===== src/design/sct_pkg.sv =====
// package: register map, field layout and constants of the capture timer
package sct_pkg;
    // ==========================================================
    // register byte offsets (apb, one word each)
    localparam logic [7:0] ADDR_CTRL = 8'h00;
    localparam logic [7:0] ADDR_CNT_LO = 8'h04;
    localparam logic [7:0] ADDR_CNT_HI = 8'h08;
    localparam logic [7:0] ADDR_STATUS = 8'h0c;
    localparam logic [7:0] ADDR_MASK = 8'h10;
    localparam logic [7:0] ADDR_CH_CTRL0 = 8'h14;
    localparam logic [7:0] ADDR_CH_CAP0 = 8'h20;
    localparam logic [7:0] ADDR_RADIO_MASK = 8'h2c;
    localparam int NUM_CH = 3;
    // ==========================================================
    // ctrl fields: [1:0] mode, [3:2] prescale, [6:4] tick speed, [7] irq enable
    localparam int CTRL_MODE_LSB = 0;
    localparam int CTRL_DIV_LSB = 2;
    localparam int CTRL_TICK_LSB = 4;
    localparam int CTRL_IRQ_EN_BIT = 7;
    // status/mask: [2:0] channel flags, [3] terminal count
    localparam int STAT_TC_BIT = 3;
    // channel ctrl: [1:0] edge select, [2] capture enable, [3] radio select
    localparam int CHC_CAP_BIT = 2;
    localparam int CHC_RADIO_BIT = 3;
    // ==========================================================
    localparam logic [15:0] CNT_RESET = 16'h0000;
    localparam logic [15:0] CNT_MAX = 16'hffff;
    localparam logic [7:0] REG_RESET = 8'h00;
    localparam logic [6:0] PRE_8 = 7'h07;
    localparam logic [6:0] PRE_32 = 7'h1f;
    localparam logic [6:0] PRE_128 = 7'h7f;
    typedef enum logic [1:0] {
        MODE_STOP = 2'h0, MODE_FREE = 2'h1, MODE_MOD = 2'h2, MODE_UPDN = 2'h3
    } sct_mode_type;
    typedef enum logic [1:0] {
        EDGE_NONE = 2'h0, EDGE_RISE = 2'h1, EDGE_FALL = 2'h2, EDGE_ANY = 2'h3
    } sct_edge_type;
    typedef enum logic [1:0] {
        DIR_UP = 2'h1, DIR_DOWN = 2'h2
    } sct_dir_type;
    typedef struct packed {
        logic [7:0] paddr;
        logic psel;
        logic penable;
        logic pwrite;
        logic [31:0] pwdata;
    } sct_apb_req_type;
endpackage


===== src/design/sct_timer.sv =====
// capture timer: 16-bit counter, prescaler, three capture channels, apb regs
`timescale 1ns/100ps
module sct_timer
    import sct_pkg::*;
(
    input wire logic core_clk_in,
    input wire logic nrst_in,
    input wire sct_apb_req_type apb_in,
    input wire logic [2:0] cap_pin_in,
    input wire logic [7:0] radio_event_in,
    output logic [31:0] prdata_out,
    output logic pready_out,
    output logic pslverr_out,
    output logic cpu_timer_flag_out,
    output logic irq_out
);
    // ==========================================================
    // bus decode
    logic acc;
    logic wr;
    logic rd_setup;
    assign acc = apb_in.psel && apb_in.penable && pready_out;
    assign wr = acc && apb_in.pwrite;
    // read data and the high byte snapshot are taken at the same edge
    assign rd_setup = apb_in.psel && !apb_in.penable && !apb_in.pwrite;

    logic [7:0] ctrl_q;
    logic [3:0] mask_q;
    logic [3:0] stat_q;
    logic [3:0] chc_q [NUM_CH];
    logic [15:0] cap_q [NUM_CH];
    logic [7:0] radio_mask_q;
    logic [15:0] cnt_q;
    logic [7:0] cnt_hi_q;
    logic [6:0] pre_q;
    logic [6:0] tick_q;
    sct_dir_type dir_q;
    sct_mode_type mode;
    assign mode = sct_mode_type'(ctrl_q[CTRL_MODE_LSB +: 2]);

    // ==========================================================
    // tick generation
    logic [6:0] tick_lim;
    logic [6:0] pre_lim;
    logic tick_en;
    logic cnt_step;
    // tick speed divides only the timer tick, system clock untouched
    assign tick_lim = 7'((7'h01 << ctrl_q[CTRL_TICK_LSB +: 3]) - 7'h01);
    always_comb begin
        case (ctrl_q[CTRL_DIV_LSB +: 2])
            2'h1: pre_lim = PRE_8;
            2'h2: pre_lim = PRE_32;
            2'h3: pre_lim = PRE_128;
            default: pre_lim = 7'h00;
        endcase
    end
    assign tick_en = (tick_q >= tick_lim);
    assign cnt_step = tick_en && (pre_q == pre_lim) && (mode != MODE_STOP);

    always_ff @(posedge core_clk_in or negedge nrst_in) begin
        if (!nrst_in) begin
            tick_q <= 7'h00;
        end else if (tick_en) begin
            tick_q <= 7'h00;
        end else begin
            tick_q <= 7'(tick_q + 7'h01);
        end
    end

    always_ff @(posedge core_clk_in or negedge nrst_in) begin
        if (!nrst_in) begin
            pre_q <= 7'h00;
        end else if (tick_en) begin
            pre_q <= (pre_q >= pre_lim) ? 7'h00 : 7'(pre_q + 7'h01);
        end
    end

    // ==========================================================
    // counter
    logic [15:0] period;
    logic [15:0] cnt_d;
    sct_dir_type dir_d;
    logic tc_evt;
    assign period = cap_q[0];
    always_comb begin
        cnt_d = cnt_q;
        dir_d = dir_q;
        tc_evt = 1'b0;
        case (mode)
            MODE_FREE: begin
                cnt_d = (cnt_q == CNT_MAX) ? CNT_RESET : 16'(cnt_q + 16'h0001);
                tc_evt = (cnt_q == CNT_MAX);
                dir_d = DIR_UP;
            end
            MODE_MOD: begin
                cnt_d = (cnt_q >= period) ? CNT_RESET : 16'(cnt_q + 16'h0001);
                tc_evt = (cnt_q == period);
                dir_d = DIR_UP;
            end
            MODE_UPDN: begin
                if (dir_q == DIR_UP) begin
                    if (cnt_q >= period) begin
                        dir_d = DIR_DOWN;
                        cnt_d = (cnt_q == CNT_RESET) ? CNT_RESET : 16'(cnt_q - 16'h0001);
                    end else begin
                        cnt_d = 16'(cnt_q + 16'h0001);
                    end
                end else begin
                    if (cnt_q == CNT_RESET) begin
                        dir_d = DIR_UP;
                        cnt_d = 16'h0001;
                    end else begin
                        cnt_d = 16'(cnt_q - 16'h0001);
                    end
                end
                tc_evt = (cnt_d == CNT_RESET) && (cnt_q != CNT_RESET);
            end
            default: begin
                cnt_d = cnt_q;
            end
        endcase
    end

    logic cnt_lo_wr;
    assign cnt_lo_wr = wr && (apb_in.paddr == ADDR_CNT_LO);
    always_ff @(posedge core_clk_in or negedge nrst_in) begin
        if (!nrst_in) begin
            cnt_q <= CNT_RESET;
            dir_q <= DIR_UP;
        end else if (cnt_lo_wr) begin
            cnt_q <= CNT_RESET;
            dir_q <= DIR_UP;
        end else if (cnt_step) begin
            cnt_q <= cnt_d;
            dir_q <= dir_d;
        end
    end

    // high byte snapshot on low byte read
    always_ff @(posedge core_clk_in or negedge nrst_in) begin
        if (!nrst_in) begin
            cnt_hi_q <= REG_RESET;
        end else if (rd_setup && apb_in.paddr == ADDR_CNT_LO) begin
            cnt_hi_q <= cnt_q[15:8];
        end
    end

    // ==========================================================
    // capture channels
    logic [2:0] pin_s1_q;
    logic [2:0] pin_s2_q;
    logic [2:0] pin_s3_q;
    logic [7:0] rad_s1_q;
    logic [7:0] rad_s2_q;
    logic [7:0] rad_s3_q;
    logic [2:0] cap_evt;
    always_ff @(posedge core_clk_in or negedge nrst_in) begin
        if (!nrst_in) begin
            pin_s1_q <= 3'h0;
            pin_s2_q <= 3'h0;
            pin_s3_q <= 3'h0;
            rad_s1_q <= 8'h00;
            rad_s2_q <= 8'h00;
            rad_s3_q <= 8'h00;
        end else begin
            pin_s1_q <= cap_pin_in;
            pin_s2_q <= pin_s1_q;
            pin_s3_q <= pin_s2_q;
            rad_s1_q <= radio_event_in;
            rad_s2_q <= rad_s1_q;
            rad_s3_q <= rad_s2_q;
        end
    end

    logic radio_hit;
    assign radio_hit = |(rad_s2_q & ~rad_s3_q & radio_mask_q);
    // each channel decodes its own pin edge; radio_hit is one decode shared by all channels
    for (genvar i = 0; i < NUM_CH; i++) begin : g_ch
        logic rise;
        logic fall;
        logic pin_hit;
        assign rise = pin_s2_q[i] && !pin_s3_q[i];
        assign fall = !pin_s2_q[i] && pin_s3_q[i];
        always_comb begin
            case (sct_edge_type'(chc_q[i][1:0]))
                EDGE_RISE: pin_hit = rise;
                EDGE_FALL: pin_hit = fall;
                EDGE_ANY: pin_hit = rise || fall;
                default: pin_hit = 1'b0;
            endcase
        end
        assign cap_evt[i] = chc_q[i][CHC_CAP_BIT] && (mode != MODE_STOP) &&
            (chc_q[i][CHC_RADIO_BIT] ? radio_hit : pin_hit);
        always_ff @(posedge core_clk_in or negedge nrst_in) begin
            if (!nrst_in) begin
                cap_q[i] <= CNT_RESET;
            end else if (cap_evt[i]) begin
                cap_q[i] <= cnt_q;
            end else if (wr && apb_in.paddr == 8'(ADDR_CH_CAP0 + 8'(4 * i))) begin
                cap_q[i] <= apb_in.pwdata[15:0];
            end
        end
        always_ff @(posedge core_clk_in or negedge nrst_in) begin
            if (!nrst_in) begin
                chc_q[i] <= 4'h0;
            end else if (wr && apb_in.paddr == 8'(ADDR_CH_CTRL0 + 8'(4 * i))) begin
                chc_q[i] <= apb_in.pwdata[3:0];
            end
        end
        AST_CAP_CH: assert property (@(posedge core_clk_in) disable iff (!nrst_in)
            cap_evt[i] |=> cap_q[i] == $past(cnt_q) && stat_q[i])
            else $error("channel capture lost");
        AST_STOP_NO_CAP: assert property (@(posedge core_clk_in) disable iff (!nrst_in)
            (mode == MODE_STOP) |-> !cap_evt[i]) else $error("capture while halted");
        AST_RADIO_SEL: assert property (@(posedge core_clk_in) disable iff (!nrst_in)
            (chc_q[i][CHC_CAP_BIT] && chc_q[i][CHC_RADIO_BIT] && mode != MODE_STOP && radio_hit)
            |-> cap_evt[i]) else $error("radio event missed");
    end

    // ==========================================================
    // control, mask and flags
    always_ff @(posedge core_clk_in or negedge nrst_in) begin
        if (!nrst_in) begin
            ctrl_q <= REG_RESET;
            mask_q <= 4'h0;
            radio_mask_q <= REG_RESET;
        end else if (wr) begin
            if (apb_in.paddr == ADDR_CTRL) begin
                ctrl_q <= apb_in.pwdata[7:0];
            end
            if (apb_in.paddr == ADDR_MASK) begin
                mask_q <= apb_in.pwdata[3:0];
            end
            if (apb_in.paddr == ADDR_RADIO_MASK) begin
                radio_mask_q <= apb_in.pwdata[7:0];
            end
        end
    end

    // flags set regardless of mask; set wins over write-one clear
    logic [3:0] stat_clr;
    logic [3:0] stat_set;
    assign stat_clr = (wr && apb_in.paddr == ADDR_STATUS) ? apb_in.pwdata[3:0] : 4'h0;
    assign stat_set = {cnt_step && tc_evt, cap_evt};
    always_ff @(posedge core_clk_in or negedge nrst_in) begin
        if (!nrst_in) begin
            stat_q <= 4'h0;
        end else begin
            stat_q <= (stat_q & ~stat_clr) | stat_set;
        end
    end

    always_ff @(posedge core_clk_in or negedge nrst_in) begin
        if (!nrst_in) begin
            cpu_timer_flag_out <= 1'b0;
            irq_out <= 1'b0;
        end else begin
            cpu_timer_flag_out <= |(stat_q & mask_q);
            irq_out <= |(stat_q & mask_q) && ctrl_q[CTRL_IRQ_EN_BIT];
        end
    end

    // ==========================================================
    // read path, no wait state
    logic [31:0] rdata;
    logic hit;
    always_comb begin
        rdata = 32'h0;
        hit = 1'b1;
        case (apb_in.paddr)
            ADDR_CTRL: rdata = {24'h0, ctrl_q};
            ADDR_CNT_LO: rdata = {24'h0, cnt_q[7:0]};
            ADDR_CNT_HI: rdata = {24'h0, cnt_hi_q};
            ADDR_STATUS: rdata = {28'h0, stat_q};
            ADDR_MASK: rdata = {28'h0, mask_q};
            8'h14: rdata = {28'h0, chc_q[0]};
            8'h18: rdata = {28'h0, chc_q[1]};
            8'h1c: rdata = {28'h0, chc_q[2]};
            8'h20: rdata = {16'h0, cap_q[0]};
            8'h24: rdata = {16'h0, cap_q[1]};
            8'h28: rdata = {16'h0, cap_q[2]};
            ADDR_RADIO_MASK: rdata = {24'h0, radio_mask_q};
            default: hit = 1'b0;
        endcase
    end

    always_ff @(posedge core_clk_in or negedge nrst_in) begin
        if (!nrst_in) begin
            pready_out <= 1'b0;
            prdata_out <= 32'h0;
            pslverr_out <= 1'b0;
        end else begin
            pready_out <= apb_in.psel && !apb_in.penable;
            prdata_out <= rd_setup ? rdata : 32'h0;
            pslverr_out <= apb_in.psel && !apb_in.penable && !hit;
        end
    end

    // ==========================================================
    // checks
    AST_CNT_CLR: assert property (@(posedge core_clk_in) disable iff (!nrst_in)
        cnt_lo_wr |=> cnt_q == CNT_RESET) else $error("count not cleared by low write");
    AST_HALT: assert property (@(posedge core_clk_in) disable iff (!nrst_in)
        (mode == MODE_STOP && !cnt_lo_wr) |=> $stable(cnt_q)) else $error("halted counter moved");
    AST_FREE_WRAP: assert property (@(posedge core_clk_in) disable iff (!nrst_in)
        (cnt_step && mode == MODE_FREE && cnt_q == CNT_MAX && !cnt_lo_wr)
        |=> cnt_q == CNT_RESET && stat_q[STAT_TC_BIT]) else $error("free wrap wrong");
    AST_MOD_WRAP: assert property (@(posedge core_clk_in) disable iff (!nrst_in)
        (cnt_step && mode == MODE_MOD && cnt_q == period && !cnt_lo_wr)
        |=> cnt_q == CNT_RESET && stat_q[STAT_TC_BIT]) else $error("modulo wrap wrong");
    AST_HI_LATCH: assert property (@(posedge core_clk_in) disable iff (!nrst_in)
        (rd_setup && apb_in.paddr == ADDR_CNT_LO) |=> cnt_hi_q == $past(cnt_q[15:8]))
        else $error("high byte not latched");
    AST_CAP: assert property (@(posedge core_clk_in) disable iff (!nrst_in)
        cap_evt[1] |=> cap_q[1] == $past(cnt_q) && stat_q[1]) else $error("capture lost");
    AST_IRQ: assert property (@(posedge core_clk_in) disable iff (!nrst_in)
        (stat_q[STAT_TC_BIT] && mask_q[STAT_TC_BIT] && ctrl_q[CTRL_IRQ_EN_BIT])
        |=> cpu_timer_flag_out && irq_out) else $error("irq not raised");
    AST_NO_IRQ: assert property (@(posedge core_clk_in) disable iff (!nrst_in)
        (!ctrl_q[CTRL_IRQ_EN_BIT]) |=> !irq_out) else $error("irq without enable");
    AST_PRE: assert property (@(posedge core_clk_in) disable iff (!nrst_in)
        cnt_step |-> pre_q == pre_lim) else $error("prescale bypassed");

    // ==========================================================
    // counting, flag and bus checks
    AST_NO_STEP: assert property (@(posedge core_clk_in) disable iff (!nrst_in)
        (!cnt_step && !cnt_lo_wr) |=> $stable(cnt_q)) else $error("count moved between ticks");
    AST_FREE_STEP: assert property (@(posedge core_clk_in) disable iff (!nrst_in)
        (cnt_step && mode == MODE_FREE && cnt_q != CNT_MAX && !cnt_lo_wr)
        |=> cnt_q == 16'($past(cnt_q) + 16'h0001)) else $error("free count did not step");
    AST_MOD_STEP: assert property (@(posedge core_clk_in) disable iff (!nrst_in)
        (cnt_step && mode == MODE_MOD && cnt_q < period && !cnt_lo_wr)
        |=> cnt_q == 16'($past(cnt_q) + 16'h0001)) else $error("modulo count did not step");
    AST_UPDN_TOP: assert property (@(posedge core_clk_in) disable iff (!nrst_in)
        (cnt_step && mode == MODE_UPDN && dir_q == DIR_UP && cnt_q == period &&
        period != CNT_RESET && !cnt_lo_wr)
        |=> dir_q == DIR_DOWN && cnt_q == 16'($past(cnt_q) - 16'h0001))
        else $error("no turn at period");
    AST_UPDN_ZERO: assert property (@(posedge core_clk_in) disable iff (!nrst_in)
        (cnt_step && mode == MODE_UPDN && dir_q == DIR_DOWN && cnt_q == 16'h0001 && !cnt_lo_wr)
        |=> cnt_q == CNT_RESET && stat_q[STAT_TC_BIT]) else $error("no flag at zero");
    AST_TC_UNMASKED: assert property (@(posedge core_clk_in) disable iff (!nrst_in)
        (cnt_step && tc_evt && !mask_q[STAT_TC_BIT]) |=> stat_q[STAT_TC_BIT])
        else $error("terminal flag held back by mask");
    AST_TC_CLR: assert property (@(posedge core_clk_in) disable iff (!nrst_in)
        (wr && apb_in.paddr == ADDR_STATUS && apb_in.pwdata[STAT_TC_BIT] &&
        !(cnt_step && tc_evt))
        |=> !stat_q[STAT_TC_BIT]) else $error("terminal flag not cleared");
    AST_CPU_MASK: assert property (@(posedge core_clk_in) disable iff (!nrst_in)
        ((stat_q & mask_q) == 4'h0) |=> !cpu_timer_flag_out && !irq_out)
        else $error("flag raised without mask");
    AST_HI_HOLD: assert property (@(posedge core_clk_in) disable iff (!nrst_in)
        !(rd_setup && apb_in.paddr == ADDR_CNT_LO) |=> $stable(cnt_hi_q))
        else $error("high byte changed without low read");
    AST_ERR_PAIR: assert property (@(posedge core_clk_in) disable iff (!nrst_in)
        pslverr_out |-> pready_out) else $error("error without ready");
endmodule


===== config.mk =====
export PLATFORM = sky130hd
export DESIGN_NAME = sct_timer
export DESIGN_NICKNAME = d
export VERILOG_FILES = /design/src/design/sct_pkg.sv /design/src/design/sct_timer.sv
export SDC_FILE = /design/constraint.sdc
export NUM_CORES = 1
export LEC_CHECK = 0
export BUFFER_PORTS_ARGS = -buffer_cell sky130_fd_sc_hd__buf_2
export CAP_MARGIN = 20
export CORE_MARGIN = 5
export CORE_UTILIZATION = 60
export CTS_CLUSTER_SIZE = 10
export DETAILED_ROUTE_END_ITERATION = 6
export PLACE_DENSITY = 0.81
export RECOVER_POWER = 25
export SYNTH_ARGS = -nofsm -noshare
export SYNTH_HDL_FRONTEND = slang
export SYNTH_SLANG_ARGS = --single-unit

===== constraint.sdc =====
create_clock -name core_clk_in -period 4.3 [get_ports core_clk_in]
set_input_delay 0.645 -clock core_clk_in [delete_from_list [all_inputs] [get_ports core_clk_in]]
set_output_delay 0.645 -clock core_clk_in [all_outputs]
set_load 0.005 [all_outputs]

==> results.md <==
* Status: complete, but fails checks
* Violated checks: capacitance limit, slew limit
* Startpoint class of the critical path: flip-flop
* Core Util, Final at around two thirds
* Crit Path Max Fanout at 16
* Distinct cells, synth at 68
* Area contributors post-synth: dfrtp_1 45%, mux2i_1 6.9%, ha_1 5.9%
* Reg clk slew, reported paths at 70 ps
* Hold depth at 1
* Simple-Gate Fraction of Synth Area at between 10 and 15%
* Via count at 7991
* Clock skew at 9.03 ps
* Pint at 2.58 mW
* Most common library cell in the layout ignoring fill and taps: dfrtp_1
* Minimum clock period at 3620 ps
* Fmax at 276 MHz
* I/O pin total at 92
* Sum of internal, switching and leakage power at about 3.4 mW
* Post-Syn Area at around 9800 sq um
* Residual DRC at 0
* Switch share at 23.9%
* Largest family of logic cells by synthesized area: compound AO/OA/AOI/OAI gates
* Most frequent cells in the layout: 176 x dfrtp_1, 103 x nand2_1, 74 x o21ai_0
* Hold Path Class: in -> reg
* Final Wtd Congestion at 0.960
* Clock H-tree levels at 4
* Synthesis Warnings at 0
* Share of synthesized registers carrying an async set or reset at 100%
* Fin Hold WS at roughly 320 ps
* Nature of the critical path endpoint: flip-flop
* Antenna violations before repair at 0
* Largest net degree at the start of global routing at 119
* WP data required at 4620 ps
* Vias in the first global route at 7934
* Placeable Area at 15900 sq um
* Clock buffer depth at 2
* P_leak at 5.17 nW
* Final period utilization at 84.3%
* GRT overflow at 0
* DP HPWL at approximately 18000 microns
* First-pass GRT wire length at 41600 microns
* GRT Util Overall at roughly 29%
* Register bit total from synthesis at ~180
* Clk pwr share at a little under half
* Post-synth EDFFs at 0
* Hold Buf Count CTS at 0
* Die area at 19000 sq um
* Post-synthesis xor/xnor area fraction at 1.61%
* Crit path DAT at 3950 ps
* Pwr/cell area at between 300 and 400 nW/um^2
* Post CTS Setup Buffer Count at 0
* CTS Buf Count at 17
* Compound-cell area share of the yosys netlist at between 10% and 20%
* CTS tree: yes
* Post-synthesis sequential area ratio at 45.3%
* Antenna cells at 0
* Port Buffers at 59
* Area delta synth->final at 11.1%
* Nets at 1132
* Syn Area/Cell at 10.0 sq um
* Gate power share at 3.9%
* First-pass DRT Iterations at 6
* Initial Utilization at 61.4%
* Flop pwr share at 50.1%
* Row cnt at 46
* Final setup fails at 0
* Mux cell area share after synthesis at 11.7%
* Die Span Y at 138 microns
* ANT nets after route at 0
* CP max stage delay at roughly 640 ps
* Worst-Margin Slew at 2340 ps
* Fin. max-slew vios at 97
* Maximum vdd drop at approximately 0.28 mV
* DR WL/cell at 20.5 microns
* CTS Root Cell: clkbuf_16
* Mapped Cells at 975
* Critical-path top delay cell: or3_1
* Routed vias/inst at 6.35
* Final TNS setup at 0 ps
* NetSw at roughly 800 uW
* RSZ-0062 raised after global routing: false
* Share of the synthesized area in the top cell type at 45.0%
* Initial DRC count at 959
* Max transition margin at -56.2%
* Worst setup path class: reg -> reg
* Chip width at roughly 140 microns
* Ys flop type: dfrtp_1
* Synth area leader: dfrtp_1
* Clk_lat worst skew at 430 ps
* Post-Synth Adder-Cell Area at 5.88%
* Share of layout cells above drive strength 1 at 17.6%
* Post-Route WL at 25800 microns
* CP cell instances: or3_1 -> ha_1 -> xor2_1 -> nor2_1 -> a21oi_1 -> ha_1 -> nor2_1 -> nor4bb_1 -> inv_1 -> or3_1 -> o21ai_0 -> o21ai_0 -> and2_1
* # clock sinks at 177
* Final hold vios at 0
* R2R cell count at 13
* Post_cts resized at 0
* MaxCap Viol Count at 1
[final cells by class]
| class | count | area [sq um] |
|---|---|---|
| fill | 1192 | 5070 |
| tap | 216 | 270 |
| multi-input combinational | 697 | 4870 |
| clock buffer | 19 | 453 |
| sequential | 177 | 4430 |
| timing repair buffer | 93 | 546 |
| clock inverter | 13 | 143 |
| inverter | 44 | 165 |
[Yosys cell counts (12+ instances only)]
cell and count:
dfrtp_1 176, nand2_1 103, o21ai_0 74, nor2_1 71, mux2i_1 67, ha_1 46
clkbuf_1 44, inv_1 44, mux2_2 42, nor3_1 24, a21oi_1 20, buf_4 18
a22o_1 15, a22oi_1 14, nand4_1 14, a221oi_1 13, a31oi_1 13, a222oi_1 12
nand3_1 12
[cell families after synthesis]
| logic type | after synthesis |
|---|---|
| flip-flops | 177 |
| AO/OA/AOI/OAI | 219 |
| XOR/XNOR | 18 |
| AND/OR/NAND/NOR | 289 |
| buffers and inverters | 116 |
| adder cells (fa/ha/maj) | 46 |
| multiplexers | 109 |
| other | 1 |
[metrics by stage]
step                worst slack, ps  area, sq um  instances
finish                          677        10900       1259
global route                    289        10900       1259
CTS                             696        10900       1258
detailed placement              740        10300       1226
global placement                797        10300       1226
floorplan                      1080         9850        990
[state kept, by name, indices dropped and copies added (netlist names), 12 cells and up]
| name | count |
|---|---|
| period | 16 |
| chc_q | 12 |
| cap_q | 32 |
| cnt_q | 16 |
| prdata_out | 16 |
[final timing paths]
path                                         from           to  slack, ps
worst min-delay path            radio_event_in[1]  rad_s1_q[1]        320
max in group asynchronous                 nrst_in     dir_q[0]        890
worst max-delay path                    ctrl_q[6]    cnt_q[10]        680
worst max register to register          ctrl_q[6]    cnt_q[10]        680
min in group asynchronous                 nrst_in     cap_q[8]        450
worst min register to register        rad_s1_q[0]  rad_s2_q[0]        350
[power by group through the flow]
stage	logic [mW]	registers, mW	clock network [mW]
global route	0.148	1.70	1.65
CTS	0.132	1.70	1.57
detailed placement	0.131	1.73	0
floorplan	0.0620	1.73	0
global placement	0.127	1.73	0
finish	0.131	1.70	1.56
[per-layer routing]
layer	GRT usage, %	vias up	wire, microns
li1	-	3605	-
met1	37.4	3902	10500
met2	45.8	397	12200
met3	5.95	87	2090
met4	13.1	0	1030
met5	0	-	0
[critical path, delay by kind of cell (launching register included)]
family	cells	cell delay, ps
fa+ha+maj	2	610
xor+xnor	1	170
simple gates	6	1720
flops	1	490
buf+inv	1	130
compound gates	3	390
Note: power is estimated with default switching activity, not from simulation.
